## src/core/cxa_pkg.sv

```systemverilog
// Shared types and constants for the compare/exclusive-OR/increment execution unit.
// Assumes a single 25 MHz clock where one T state is one clock cycle.

package cxa_pkg;

  // ----------------------------------------------------------------
  // Register map (byte addresses on the Wishbone slave)
  // ----------------------------------------------------------------
  localparam logic [7:0] CXA_OFS_INSTR = 8'h00;
  localparam logic [7:0] CXA_OFS_STATUS = 8'h04;
  localparam logic [7:0] CXA_OFS_AF = 8'h08;
  localparam logic [7:0] CXA_OFS_BC = 8'h0C;
  localparam logic [7:0] CXA_OFS_DE = 8'h10;
  localparam logic [7:0] CXA_OFS_PTR = 8'h14;
  localparam logic [7:0] CXA_OFS_IDX_X = 8'h18;
  localparam logic [7:0] CXA_OFS_IDX_Y = 8'h1C;

  // Status fields
  localparam int unsigned CXA_ST_BUSY = 0;
  localparam int unsigned CXA_ST_ILLEGAL = 1;
  localparam int unsigned CXA_ST_MCNT_LSB = 8;
  localparam int unsigned CXA_ST_TCNT_LSB = 16;

  // Flag bit positions inside the flag byte
  localparam int unsigned CXA_FLAG_S = 7;
  localparam int unsigned CXA_FLAG_Z = 6;
  localparam int unsigned CXA_FLAG_H = 4;
  localparam int unsigned CXA_FLAG_PV = 2;
  localparam int unsigned CXA_FLAG_N = 1;
  localparam int unsigned CXA_FLAG_C = 0;

  // Reset values
  localparam logic [7:0] CXA_RST_BYTE = 8'h00;
  localparam logic [15:0] CXA_RST_WORD = 16'h0000;

  // ----------------------------------------------------------------
  // Opcode bytes
  // ----------------------------------------------------------------
  localparam logic [4:0] CXA_OPC_CP_REG = 5'h17;   // 10111 rrr
  localparam logic [4:0] CXA_OPC_XOR_REG = 5'h15;  // 10101 rrr
  localparam logic [1:0] CXA_OPC_INC_HI = 2'h0;    // 00 rrr 100
  localparam logic [2:0] CXA_OPC_INC_LO = 3'h4;
  localparam logic [7:0] CXA_OPC_CP_IMM = 8'hFE;
  localparam logic [7:0] CXA_OPC_CP_MEM = 8'hBE;
  localparam logic [7:0] CXA_OPC_XOR_IMM = 8'hEE;
  localparam logic [7:0] CXA_OPC_XOR_MEM = 8'hAE;
  localparam logic [7:0] CXA_OPC_INC_MEM = 8'h34;
  localparam logic [7:0] CXA_OPC_PFX_X = 8'hDD;
  localparam logic [7:0] CXA_OPC_PFX_Y = 8'hFD;
  localparam logic [2:0] CXA_RSEL_MEM = 3'h6;      // Names memory, never a register
  localparam logic [2:0] CXA_RSEL_ACC = 3'h7;

  // ----------------------------------------------------------------
  // Machine cycle timing, element 0 is the opcode fetch cycle
  // ----------------------------------------------------------------
  typedef logic [5:0][2:0] cxa_mlen_t;
  localparam cxa_mlen_t CXA_MLEN_1M = {3'h0, 3'h0, 3'h0, 3'h0, 3'h0, 3'h4};
  localparam cxa_mlen_t CXA_MLEN_2M = {3'h0, 3'h0, 3'h0, 3'h0, 3'h3, 3'h4};
  localparam cxa_mlen_t CXA_MLEN_3M = {3'h0, 3'h0, 3'h0, 3'h3, 3'h4, 3'h4};
  localparam cxa_mlen_t CXA_MLEN_5M = {3'h0, 3'h3, 3'h5, 3'h3, 3'h4, 3'h4};
  localparam cxa_mlen_t CXA_MLEN_6M = {3'h3, 3'h4, 3'h5, 3'h3, 3'h4, 3'h4};
  localparam logic [2:0] CXA_MNONE = 3'h7;         // No memory access cycle

  // ----------------------------------------------------------------
  // Types
  // ----------------------------------------------------------------
  typedef enum logic [1:0] {CXA_OP_NONE, CXA_OP_CP, CXA_OP_XOR, CXA_OP_INC} cxa_op_t;
  typedef enum logic [1:0] {CXA_SRC_REG, CXA_SRC_IMM, CXA_SRC_PTR, CXA_SRC_IDX} cxa_src_t;

  typedef struct packed {
    logic legal;
    cxa_op_t op;
    cxa_src_t src;
    logic [2:0] rsel;
    logic use_y;
    logic [7:0] imm;
    logic [7:0] disp;
    cxa_mlen_t mlen;
    logic [2:0] mcount;
    logic [2:0] rd_m;
    logic [2:0] wr_m;
  } cxa_plan_t;

  typedef struct packed {
    logic [15:0] addr;
    logic rd;
    logic wr;
    logic [7:0] wdata;
  } cxa_mem_req_t;

endpackage

```

## src/core/cxa_alu.sv

```systemverilog
// Result and flag logic for compare, exclusive-OR and increment.
// Purely combinational; the caller decides what is stored.

`timescale 1ns/1ns
`default_nettype none

module cxa_alu (
  input wire cxa_pkg::cxa_op_t op_i,
  input wire logic [7:0] acc_i,
  input wire logic [7:0] src_i,
  input wire logic [7:0] flags_i,
  output logic [7:0] res_o,
  output logic [7:0] flags_o
);

  logic [8:0] diff;

  // --------------------------------------------------------------
  // Operation
  // --------------------------------------------------------------
  // Nine-bit difference keeps the borrow out of bit 7
  assign diff = {1'b0, acc_i} - {1'b0, src_i};

  always_comb
  begin
    res_o = acc_i;
    flags_o = flags_i;
    unique case (op_i)
      cxa_pkg::CXA_OP_XOR:
      begin
        res_o = acc_i ^ src_i;
        flags_o = 8'h00;
        flags_o[cxa_pkg::CXA_FLAG_S] = res_o[7];
        flags_o[cxa_pkg::CXA_FLAG_Z] = (res_o == 8'h00);
        flags_o[cxa_pkg::CXA_FLAG_PV] = ~^res_o;
      end
      cxa_pkg::CXA_OP_CP:
      begin
        res_o = diff[7:0];
        flags_o = 8'h00;
        flags_o[cxa_pkg::CXA_FLAG_S] = diff[7];
        flags_o[cxa_pkg::CXA_FLAG_Z] = (acc_i == src_i);
        flags_o[cxa_pkg::CXA_FLAG_H] = (acc_i[3:0] < src_i[3:0]);
        flags_o[cxa_pkg::CXA_FLAG_N] = 1'b1;
        flags_o[cxa_pkg::CXA_FLAG_PV] = (acc_i[7] ^ src_i[7]) & (acc_i[7] ^ diff[7]);
        flags_o[cxa_pkg::CXA_FLAG_C] = diff[8];
      end
      cxa_pkg::CXA_OP_INC:
      begin
        res_o = src_i + 8'h01;
        // Carry is kept from the previous flag byte
        flags_o[cxa_pkg::CXA_FLAG_S] = res_o[7];
        flags_o[cxa_pkg::CXA_FLAG_Z] = (res_o == 8'h00);
        flags_o[cxa_pkg::CXA_FLAG_H] = (src_i[3:0] == 4'hF);
        flags_o[cxa_pkg::CXA_FLAG_N] = 1'b0;
        flags_o[cxa_pkg::CXA_FLAG_PV] = (src_i == 8'h7F);
      end
      cxa_pkg::CXA_OP_NONE:
      begin
        res_o = acc_i;
      end
    endcase
  end

endmodule

`default_nettype wire

```

## src/core/cxa_core.sv

```systemverilog
// Execution unit for compare, exclusive-OR and increment, with a Wishbone slave.
// Assumes a classic Wishbone master and a same-clock memory answering within a cycle.
//
// Our own choices: the register addresses and register access over Wishbone.

`timescale 1ns/1ns
`default_nettype none

module cxa_core (
  input wire logic clk_i,
  input wire logic rst_i,
  // Wishbone slave
  input wire logic wb_cyc_i,
  input wire logic wb_stb_i,
  input wire logic wb_we_i,
  input wire logic [7:0] wb_adr_i,
  input wire logic [3:0] wb_sel_i,
  input wire logic [31:0] wb_dat_i,
  output logic [31:0] wb_dat_o,
  output logic wb_ack_o,
  // Memory port
  output cxa_pkg::cxa_mem_req_t mem_req_o,
  input wire logic [7:0] mem_rdata_i,
  // Status levels
  output logic busy_o
);

  // ----------------------------------------------------------------
  // Declarations
  // ----------------------------------------------------------------
  typedef enum logic {CXA_ST_IDLE, CXA_ST_EXEC} cxa_state_t;

  cxa_state_t state_q;
  cxa_pkg::cxa_plan_t plan_q;
  cxa_pkg::cxa_plan_t plan_d;
  logic [7:0] gpr_q [8];    // Slot 6 holds the flag byte; code 110 names no register
  logic [15:0] idx_x_q;
  logic [15:0] idx_y_q;
  logic [23:0] instr_q;
  logic [23:0] instr_d;
  logic [15:0] addr_q;
  logic [7:0] opnd_q;
  logic [7:0] wdata_q;
  logic [2:0] mi_q;
  logic [4:0] tcnt_q;
  logic [4:0] last_t_q;
  logic [2:0] last_m_q;
  logic illegal_q;
  logic ack_q;
  logic [31:0] rdat_q;
  logic bus_req;
  logic bus_wr;
  logic start;
  logic m_last;
  logic fin;
  logic rd_cyc;
  logic wr_cyc;
  logic mem_src;
  logic [7:0] src_byte;
  logic [7:0] alu_res;
  logic [7:0] alu_flags;
  logic [15:0] disp_ext;
  logic [15:0] idx_base;

  // ----------------------------------------------------------------
  // Instruction decode
  // ----------------------------------------------------------------
  function automatic cxa_pkg::cxa_plan_t decode(input logic [23:0] ins);
    cxa_pkg::cxa_plan_t p;
    logic [7:0] b0;
    logic [7:0] b1;
    b0 = ins[7:0];
    b1 = ins[15:8];
    p = '0;
    p.op = cxa_pkg::CXA_OP_NONE;
    p.src = cxa_pkg::CXA_SRC_REG;
    p.rsel = b0[2:0];
    p.imm = b1;
    p.disp = ins[23:16];
    p.mlen = cxa_pkg::CXA_MLEN_1M;
    p.mcount = 3'h1;
    p.rd_m = cxa_pkg::CXA_MNONE;
    p.wr_m = cxa_pkg::CXA_MNONE;
    if (b0 == cxa_pkg::CXA_OPC_PFX_X || b0 == cxa_pkg::CXA_OPC_PFX_Y)
    begin
      // Prefix, opcode, displacement
      p.use_y = (b0 == cxa_pkg::CXA_OPC_PFX_Y);
      p.src = cxa_pkg::CXA_SRC_IDX;
      if (b1 == cxa_pkg::CXA_OPC_CP_MEM || b1 == cxa_pkg::CXA_OPC_XOR_MEM)
      begin
        p.legal = 1'b1;
        p.op = (b1 == cxa_pkg::CXA_OPC_CP_MEM) ? cxa_pkg::CXA_OP_CP : cxa_pkg::CXA_OP_XOR;
        p.mlen = cxa_pkg::CXA_MLEN_5M;
        p.mcount = 3'h5;
        p.rd_m = 3'h4;
      end
      else if (b1 == cxa_pkg::CXA_OPC_INC_MEM)
      begin
        p.legal = 1'b1;
        p.op = cxa_pkg::CXA_OP_INC;
        p.mlen = cxa_pkg::CXA_MLEN_6M;
        p.mcount = 3'h6;
        p.rd_m = 3'h4;
        p.wr_m = 3'h5;
      end
    end
    else if (b0 == cxa_pkg::CXA_OPC_CP_IMM || b0 == cxa_pkg::CXA_OPC_XOR_IMM)
    begin
      p.legal = 1'b1;
      p.op = (b0 == cxa_pkg::CXA_OPC_CP_IMM) ? cxa_pkg::CXA_OP_CP : cxa_pkg::CXA_OP_XOR;
      p.src = cxa_pkg::CXA_SRC_IMM;
      p.mlen = cxa_pkg::CXA_MLEN_2M;
      p.mcount = 3'h2;
    end
    else if (b0 == cxa_pkg::CXA_OPC_CP_MEM || b0 == cxa_pkg::CXA_OPC_XOR_MEM)
    begin
      p.legal = 1'b1;
      p.op = (b0 == cxa_pkg::CXA_OPC_CP_MEM) ? cxa_pkg::CXA_OP_CP : cxa_pkg::CXA_OP_XOR;
      p.src = cxa_pkg::CXA_SRC_PTR;
      p.mlen = cxa_pkg::CXA_MLEN_2M;
      p.mcount = 3'h2;
      p.rd_m = 3'h1;
    end
    else if (b0 == cxa_pkg::CXA_OPC_INC_MEM)
    begin
      p.legal = 1'b1;
      p.op = cxa_pkg::CXA_OP_INC;
      p.src = cxa_pkg::CXA_SRC_PTR;
      p.mlen = cxa_pkg::CXA_MLEN_3M;
      p.mcount = 3'h3;
      p.rd_m = 3'h1;
      p.wr_m = 3'h2;
    end
    else if (b0[2:0] != cxa_pkg::CXA_RSEL_MEM)
    begin
      // Register forms; field 110 never reaches here
      if (b0[7:3] == cxa_pkg::CXA_OPC_CP_REG)
      begin
        p.legal = 1'b1;
        p.op = cxa_pkg::CXA_OP_CP;
      end
      else if (b0[7:3] == cxa_pkg::CXA_OPC_XOR_REG)
      begin
        p.legal = 1'b1;
        p.op = cxa_pkg::CXA_OP_XOR;
      end
      else if (b0[7:6] == cxa_pkg::CXA_OPC_INC_HI && b5_is_inc(b0))
      begin
        p.legal = 1'b1;
        p.op = cxa_pkg::CXA_OP_INC;
        p.rsel = b0[5:3];
      end
    end
    return p;
  endfunction

  // Low three bits of an increment-register opcode, field must name a register
  function automatic logic b5_is_inc(input logic [7:0] b);
    return (b[2:0] == cxa_pkg::CXA_OPC_INC_LO) && (b[5:3] != cxa_pkg::CXA_RSEL_MEM);
  endfunction

  // ----------------------------------------------------------------
  // Wishbone slave
  // ----------------------------------------------------------------
  // One wait state: ack comes the cycle after the request, then drops
  assign bus_req = wb_cyc_i && wb_stb_i && !ack_q;
  assign bus_wr = bus_req && wb_we_i;
  assign wb_ack_o = ack_q;
  assign wb_dat_o = rdat_q;
  assign busy_o = (state_q == CXA_ST_EXEC);

  always_ff @(posedge clk_i)
  begin
    if (rst_i)
    begin
      ack_q <= 1'b0;
    end
    else
    begin
      ack_q <= bus_req;
    end
  end

  // Read data captured with the request; unmapped offsets read zero
  always_ff @(posedge clk_i)
  begin
    if (rst_i)
    begin
      rdat_q <= '0;
    end
    else if (bus_req && !wb_we_i)
    begin
      unique case (wb_adr_i)
        cxa_pkg::CXA_OFS_INSTR: rdat_q <= {8'h00, instr_q};
        cxa_pkg::CXA_OFS_STATUS:
        begin
          rdat_q <= '0;
          rdat_q[cxa_pkg::CXA_ST_BUSY] <= busy_o;
          rdat_q[cxa_pkg::CXA_ST_ILLEGAL] <= illegal_q;
          rdat_q[cxa_pkg::CXA_ST_MCNT_LSB +: 3] <= last_m_q;
          rdat_q[cxa_pkg::CXA_ST_TCNT_LSB +: 5] <= last_t_q;
        end
        cxa_pkg::CXA_OFS_AF: rdat_q <= {16'h0000, gpr_q[7], gpr_q[6]};
        cxa_pkg::CXA_OFS_BC: rdat_q <= {16'h0000, gpr_q[0], gpr_q[1]};
        cxa_pkg::CXA_OFS_DE: rdat_q <= {16'h0000, gpr_q[2], gpr_q[3]};
        cxa_pkg::CXA_OFS_PTR: rdat_q <= {16'h0000, gpr_q[4], gpr_q[5]};
        cxa_pkg::CXA_OFS_IDX_X: rdat_q <= {16'h0000, idx_x_q};
        cxa_pkg::CXA_OFS_IDX_Y: rdat_q <= {16'h0000, idx_y_q};
        default: rdat_q <= '0;
      endcase
    end
  end

  // Byte lanes merged into the instruction word
  always_comb
  begin
    instr_d = instr_q;
    for (int i = 0; i < 3; i++)
    begin
      if (wb_sel_i[i])
      begin
        instr_d[8*i +: 8] = wb_dat_i[8*i +: 8];
      end
    end
  end

  // Writes while busy are dropped so a running instruction sees fixed state
  always_ff @(posedge clk_i)
  begin
    if (rst_i)
    begin
      instr_q <= '0;
    end
    else if (bus_wr && !busy_o && wb_adr_i == cxa_pkg::CXA_OFS_INSTR)
    begin
      instr_q <= instr_d;
    end
  end

  assign plan_d = decode(instr_d);
  assign start = bus_wr && !busy_o && wb_adr_i == cxa_pkg::CXA_OFS_INSTR && plan_d.legal;

  // Illegal code reported until the next legal start
  always_ff @(posedge clk_i)
  begin
    if (rst_i)
    begin
      illegal_q <= 1'b0;
    end
    else if (bus_wr && !busy_o && wb_adr_i == cxa_pkg::CXA_OFS_INSTR)
    begin
      illegal_q <= !plan_d.legal;
    end
  end

  // ----------------------------------------------------------------
  // Sequencer
  // ----------------------------------------------------------------
  cxa_mtimer #(
    .W(3)
  ) u_mtimer (
    .clk_i(clk_i),
    .rst_i(rst_i),
    .run_i(busy_o),
    .len_i(plan_q.mlen[mi_q]),
    .last_o(m_last)
  );

  assign fin = m_last && (mi_q == plan_q.mcount - 3'h1);
  assign rd_cyc = busy_o && (mi_q == plan_q.rd_m);
  assign wr_cyc = busy_o && (mi_q == plan_q.wr_m);

  always_ff @(posedge clk_i)
  begin
    if (rst_i)
    begin
      state_q <= CXA_ST_IDLE;
      plan_q <= '0;
      mi_q <= '0;
    end
    else
    begin
      unique case (state_q)
        CXA_ST_IDLE:
        begin
          if (start)
          begin
            state_q <= CXA_ST_EXEC;
            plan_q <= plan_d;
            mi_q <= '0;
          end
        end
        CXA_ST_EXEC:
        begin
          if (fin)
          begin
            state_q <= CXA_ST_IDLE;
          end
          else if (m_last)
          begin
            mi_q <= mi_q + 3'h1;
          end
        end
      endcase
    end
  end

  // T-state count of the running and the last finished instruction
  always_ff @(posedge clk_i)
  begin
    if (rst_i)
    begin
      tcnt_q <= '0;
      last_t_q <= '0;
      last_m_q <= '0;
    end
    else if (start)
    begin
      tcnt_q <= '0;
    end
    else if (busy_o)
    begin
      tcnt_q <= tcnt_q + 5'h01;
      if (fin)
      begin
        last_t_q <= tcnt_q + 5'h01;
        last_m_q <= plan_q.mcount;
      end
    end
  end

  // ----------------------------------------------------------------
  // Memory access
  // ----------------------------------------------------------------
  assign disp_ext = {{8{plan_d.disp[7]}}, plan_d.disp};
  assign idx_base = plan_d.use_y ? idx_y_q : idx_x_q;

  // Address fixed at start; 16-bit sum wraps naturally
  always_ff @(posedge clk_i)
  begin
    if (rst_i)
    begin
      addr_q <= '0;
    end
    else if (start)
    begin
      if (plan_d.src == cxa_pkg::CXA_SRC_IDX)
      begin
        addr_q <= idx_base + disp_ext;
      end
      else
      begin
        addr_q <= {gpr_q[4], gpr_q[5]};
      end
    end
  end

  // Operand and write-back byte caught at the end of the read cycle
  always_ff @(posedge clk_i)
  begin
    if (rst_i)
    begin
      opnd_q <= '0;
      wdata_q <= '0;
    end
    else if (rd_cyc && m_last)
    begin
      opnd_q <= mem_rdata_i;
      wdata_q <= alu_res;
    end
  end

  assign mem_req_o.addr = addr_q;
  assign mem_req_o.rd = rd_cyc;
  assign mem_req_o.wr = wr_cyc;
  assign mem_req_o.wdata = wdata_q;

  // ----------------------------------------------------------------
  // Operand selection and ALU
  // ----------------------------------------------------------------
  assign mem_src = (plan_q.src == cxa_pkg::CXA_SRC_PTR) || (plan_q.src == cxa_pkg::CXA_SRC_IDX);

  // Memory data is used live in its read cycle, latched copy afterwards
  always_comb
  begin
    if (mem_src)
    begin
      src_byte = rd_cyc ? mem_rdata_i : opnd_q;
    end
    else if (plan_q.src == cxa_pkg::CXA_SRC_IMM)
    begin
      src_byte = plan_q.imm;
    end
    else
    begin
      src_byte = gpr_q[plan_q.rsel];
    end
  end

  cxa_alu u_alu (
    .op_i(plan_q.op),
    .acc_i(gpr_q[cxa_pkg::CXA_RSEL_ACC]),
    .src_i(src_byte),
    .flags_i(gpr_q[cxa_pkg::CXA_RSEL_MEM]),
    .res_o(alu_res),
    .flags_o(alu_flags)
  );

  // ----------------------------------------------------------------
  // Register file
  // ----------------------------------------------------------------
  // Bus writes land only when idle, so they never collide with execution
  always_ff @(posedge clk_i)
  begin
    if (rst_i)
    begin
      for (int i = 0; i < 8; i++)
      begin
        gpr_q[i] <= cxa_pkg::CXA_RST_BYTE;
      end
    end
    else if (fin)
    begin
      gpr_q[cxa_pkg::CXA_RSEL_MEM] <= alu_flags;
      if (plan_q.op == cxa_pkg::CXA_OP_XOR)
      begin
        gpr_q[cxa_pkg::CXA_RSEL_ACC] <= alu_res;
      end
      else if (plan_q.op == cxa_pkg::CXA_OP_INC && !mem_src)
      begin
        gpr_q[plan_q.rsel] <= alu_res;
      end
    end
    else if (bus_wr && !busy_o)
    begin
      unique case (wb_adr_i)
        cxa_pkg::CXA_OFS_AF:
        begin
          if (wb_sel_i[1]) gpr_q[7] <= wb_dat_i[15:8];
          if (wb_sel_i[0]) gpr_q[6] <= wb_dat_i[7:0];
        end
        cxa_pkg::CXA_OFS_BC:
        begin
          if (wb_sel_i[1]) gpr_q[0] <= wb_dat_i[15:8];
          if (wb_sel_i[0]) gpr_q[1] <= wb_dat_i[7:0];
        end
        cxa_pkg::CXA_OFS_DE:
        begin
          if (wb_sel_i[1]) gpr_q[2] <= wb_dat_i[15:8];
          if (wb_sel_i[0]) gpr_q[3] <= wb_dat_i[7:0];
        end
        cxa_pkg::CXA_OFS_PTR:
        begin
          if (wb_sel_i[1]) gpr_q[4] <= wb_dat_i[15:8];
          if (wb_sel_i[0]) gpr_q[5] <= wb_dat_i[7:0];
        end
        default:
        begin
        end
      endcase
    end
  end

  // Index registers, software loaded only
  always_ff @(posedge clk_i)
  begin
    if (rst_i)
    begin
      idx_x_q <= cxa_pkg::CXA_RST_WORD;
      idx_y_q <= cxa_pkg::CXA_RST_WORD;
    end
    else if (bus_wr && !busy_o)
    begin
      if (wb_adr_i == cxa_pkg::CXA_OFS_IDX_X)
      begin
        if (wb_sel_i[1]) idx_x_q[15:8] <= wb_dat_i[15:8];
        if (wb_sel_i[0]) idx_x_q[7:0] <= wb_dat_i[7:0];
      end
      if (wb_adr_i == cxa_pkg::CXA_OFS_IDX_Y)
      begin
        if (wb_sel_i[1]) idx_y_q[15:8] <= wb_dat_i[15:8];
        if (wb_sel_i[0]) idx_y_q[7:0] <= wb_dat_i[7:0];
      end
    end
  end

endmodule

`default_nettype wire

```

## src/core/cxa_mtimer.sv

```systemverilog
// T-state counter for one machine cycle of programmable length.
// Assumes len_i stays stable while run_i is high within a machine cycle.

`timescale 1ns/1ns
`default_nettype none

module cxa_mtimer #(
  parameter int unsigned W = 3
) (
  input wire logic clk_i,
  input wire logic rst_i,
  input wire logic run_i,
  input wire logic [W-1:0] len_i,
  output logic last_o
);

  logic [W-1:0] cnt_q;

  // --------------------------------------------------------------
  // Counting
  // --------------------------------------------------------------
  // Last T state of the current machine cycle
  assign last_o = run_i && (cnt_q == len_i - W'(1));

  // Restarts at zero so the next machine cycle begins cleanly
  always_ff @(posedge clk_i)
  begin
    if (rst_i || !run_i || last_o)
    begin
      cnt_q <= '0;
    end
    else
    begin
      cnt_q <= cnt_q + W'(1);
    end
  end

endmodule

`default_nettype wire

```

## config.mk

```make
export PLATFORM = sky130hd
export DESIGN_NAME = cxa_core
export DESIGN_NICKNAME = d
export VERILOG_FILES = /design/src/core/cxa_pkg.sv /design/src/core/cxa_alu.sv /design/src/core/cxa_core.sv /design/src/core/cxa_mtimer.sv
export SDC_FILE = /design/constraint.sdc
export NUM_CORES = 1
export LEC_CHECK = 0
export ABC_AREA = 0
export BUFFER_PORTS_ARGS = -buffer_cell sky130_fd_sc_hd__buf_2
export CORE_ASPECT_RATIO = 1.5
export CORE_MARGIN = 3
export CORE_UTILIZATION = 43
export DETAILED_ROUTE_END_ITERATION = 16
export GPL_TIMING_DRIVEN = 0
export HOLD_SLACK_MARGIN = 0.06
export PLACE_DENSITY = 0.71
export SLEW_MARGIN = 20
export SYNTH_ARGS = -nofsm -noshare
export SYNTH_HDL_FRONTEND = slang
export SYNTH_SLANG_ARGS = --single-unit
```

## constraint.sdc

```tcl
create_clock -name clk_i -period 5.9 [get_ports clk_i]
set_input_delay 1.77 -clock clk_i [delete_from_list [all_inputs] [get_ports clk_i]]
set_output_delay 1.77 -clock clk_i [all_outputs]
set_load 0.02 [all_outputs]
```

==> impl_metrics.yaml <==
sta:
  finClkSkew_ns: 0.0136
  finalWorstSetupSlack_ns: 0.296
  maxSlewViolCount: 0
  fmax_mhz: 178
  tns_ns: 0
  grt_setup_unrepaired: "false"
  tightest_slew_ns: 1.07
  fin_crit_ns: 5.60
  max-slew-margin-rel_pct: 27.4
  hold_viol: 0
  fin_crit_sh_pct: 95.0
  setup_viol: 0
min_path:
  hold_path.class: "reg -> reg"
  min_delay_path_depth: 2
  min-delay-start: "opnd_q[4]"
  hold_path_end: "opnd_q[4]"
critical_path:
  r2r-start: "mi_q[1]"
  rrSetupSlack_ns: 1.26
  critPathTopFamily: "compound AO/OA/AOI/OAI gates"
  worst-path-buf-inv: 3
  crit_path_end_kind: "register"
  crit_required_ns: 6.34
  path_cells: "clkbuf_1 -> buf_2 -> mux2_2 -> nand4_1 -> buf_4 -> mux2_2 -> ha_1 -> fa_1 -> a211oi_1 -> o21bai_1 -> a31oi_1 -> o21ai_0 -> o41ai_2 -> o21ai_0 -> xnor2_1 -> o21a_1 -> nor3_1"
  critPathMaxStageDelay_ns: 0.44
  cp_data_arrival_time_ns: 6.05
  regToRegEndpoint: "gpr_q[2][7]"
  worstSetupPathType: "in -> reg"
  worstSetupStartpointType: "input pin"
  r2r_cells: 17
  cp_max_fo: 11
  slowest_stage: "fa_1"
detailed_routing:
  ant_nets: 0
  wl_per_cell_um: 26.3
  via_per_inst: 6.35
  drt_iter0_drc: 1764
  vias: 12700
  wl_um: 52700
  drt_pass1_iterations: 7
  drc: 0
finish:
  drive_above_1_share_pct: 16.0
  syn_to_final_growth_pct: 13.7
  layout.nets: 1686
  final_cells: 2006
  post-route-util_pct: 49.6
power_and_ir_drop:
  power_density_mw_per_mm2: 230
  pwr-share-seq_pct: 47.8
  leakage_nw: 5.46
  power_frac_comb_pct: 7.8
  peakVddDrop_mv: 0.162
  p_sw_mw: 0.861
  intPower_mw: 2.60
  netSwitchingFraction_pct: 24.8
  pwr-share-clk_pct: 44.4
synth:
  syn_inst: 1470
  synth_most_common_cell: "nand2_1"
  yosysWarningCount: 0
  async_reset_ff_share_pct: 0
  synth_area_leaders: "dfxtp_1 25%, edfxtp_1 15%, nand2_1 5.3%"
  synth_top_flop_cell: "dfxtp_1"
  seq_area_frac_synth_pct: 39.4
  ys_top_cells_by_count: "186 x nand2_1, 165 x dfxtp_1, 144 x nor2_1"
  synth_top_area_share_pct: 24.9
  synth.largest_area_cell: "dfxtp_1"
  synth-seq-cells: 229
  synth_area_sq_mm: 0.0133
  yosysUniqueCellTypes: 91
  syn_avg_cell_area_sq_um: 9.01
  synth_edf_count: 64
cts:
  cts_tree: "yes"
  clk_latency_ns: 0.53
  clockRootBuffer: "clkbuf_16"
  clk_pin_slew_ns: 0.07
  cts.sinks: 229
  clockBufferDepth: 3
  cts.hold.buffers_added: 0
  cts_buffers: 23
  htree_levels: 1
global_routing:
  grt_max_degree: 16
  grt_pass1_vias: 12200
  grtUsageTotal_pct: 30.8
  grt_pass1_wl_um: 76600
  overflow: 0
  antenna_found_initial: 2
status:
  status: "finished clean"
floorplanning:
  io_pins: 117
  initial_core_util_pct: 43.7
  die_w_um: 149
  die_y_um: 221
  rows: 78
  core-area_sq_mm: 0.0304
  die_area_sq_mm: 0.0330
place:
  dp_cells: 1963
  numPortBuffers: 86
  hpwlAfterDp_um: 41000
  place.gp.congestion: 1.04
  pre_cts_slack_ns: -1.14
flow_run:
  maxCapViolations: 0
metal layers:
layer / GRT usage [%] / vias up / routed length, um
li1: - / 5645 / -
met1: 35.1 / 6033 / 18300
met2: 51.9 / 845 / 25100
met3: 4.84 / 219 / 4650
met4: 21.9 / 2 / 4680
met5: 0 / - / 13
cells in the final DEF (no fill, tap or decap), drive strengths merged, types with 44 or more instances in the layout:
cell    Yosys  final
a21oi     118    118
buf        42    130
clkbuf     72    104
dfxtp     165    165
edfxtp     64     64
mux2i      44     44
nand2     186    186
nand3      57     57
nor2      145    145
o21ai      65     65
flip-flops by register name, summed over array words and instances (netlist names), named ones only:
name and cells:
idx_x_q 16, opnd_q 8, last_t_q 5, last_m_q 3
wb_dat_o 24, gpr_q 64, idx_y_q 16, mi_q 3
u_mtimer.cnt_q 3, busy_o 1, plan_q 28, illegal_q 1
wb_ack_o 1, addr_q 16, instr_q 24, tcnt_q 5
wdata_q 8
cells by family (layout without fill, tap and decap cells):
family / after synthesis / count (layout) / synth area share, %
other: 1 / 9 / 0.0283
DFF: 229 / 229 / 39.4
adders and majority gates: 40 / 40 / 3.89
buffers and inverters: 141 / 269 / 4.89
and+or+nand+nor: 519 / 519 / 18.2
muxes: 103 / 103 / 10.2
xor gates and xnor gates: 44 / 44 / 3.08
AOI/OAI and AO/OA: 393 / 393 / 20.3
what timing repair did:
item / 4_1_cts / 5_1_grt
setup buffers: 2 / 0
endpoints found under the setup margin: 6 / 1
pin swaps: 1 / 0
resized for setup: 1 / 4
hold endpoints to repair: 0 / 0
stage by stage:
step,cell area (sq um),hold WS [ns],total power [mW]
after detailed placement,14200,0.447,1.95
after global placement,14200,0.439,1.95
after CTS,15000,0.456,3.46
after global routing,15100,0.476,3.53
after floorplan,13300,0.431,1.83
final,15100,0.453,3.46
worst max path at each step:
stage	from	end	depth (start not counted)
final	wb_sel_i[0]	addr_q[14]	17
after global routing	wb_sel_i[0]	addr_q[14]	17
after CTS	wb_dat_i[2]	addr_q[14]	17
after detailed placement	wb_dat_i[4]	addr_q[14]	17
after global placement	wb_dat_i[4]	addr_q[14]	17
after floorplan	wb_sel_i[0]	addr_q[14]	17
power groups by stage:
| stage | Combinational, mW | Clock, mW | Sequential (mW) |
|---|---|---|---|
| after floorplan | 0.158 | 0 | 1.68 |
| after global placement | 0.259 | 0 | 1.69 |
| after detailed placement | 0.263 | 0 | 1.69 |
| after CTS | 0.263 | 1.54 | 1.65 |
| after global routing | 0.285 | 1.59 | 1.65 |
| final | 0.271 | 1.54 | 1.66 |
tightest hold or removal path, cell delays in order, from the launching register on:
cell and delay, ns:
dfxtp_1 0.31, nand2_1 0.05, a21oi_1 0.05
area by class of cell:
type / count / area, sq um
fill: 2848 / 15300
multi-input combinational: 1107 / 7460
sequential: 229 / 5230
clock buffer: 33 / 717
buffer: 113 / 546
tap: 400 / 500
timing repair buffer: 88 / 445
inverter: 27 / 101
clock inverter: 8 / 71.3
antenna: 1 / 2.50
Note: power is estimated with default switching activity, not from simulation.
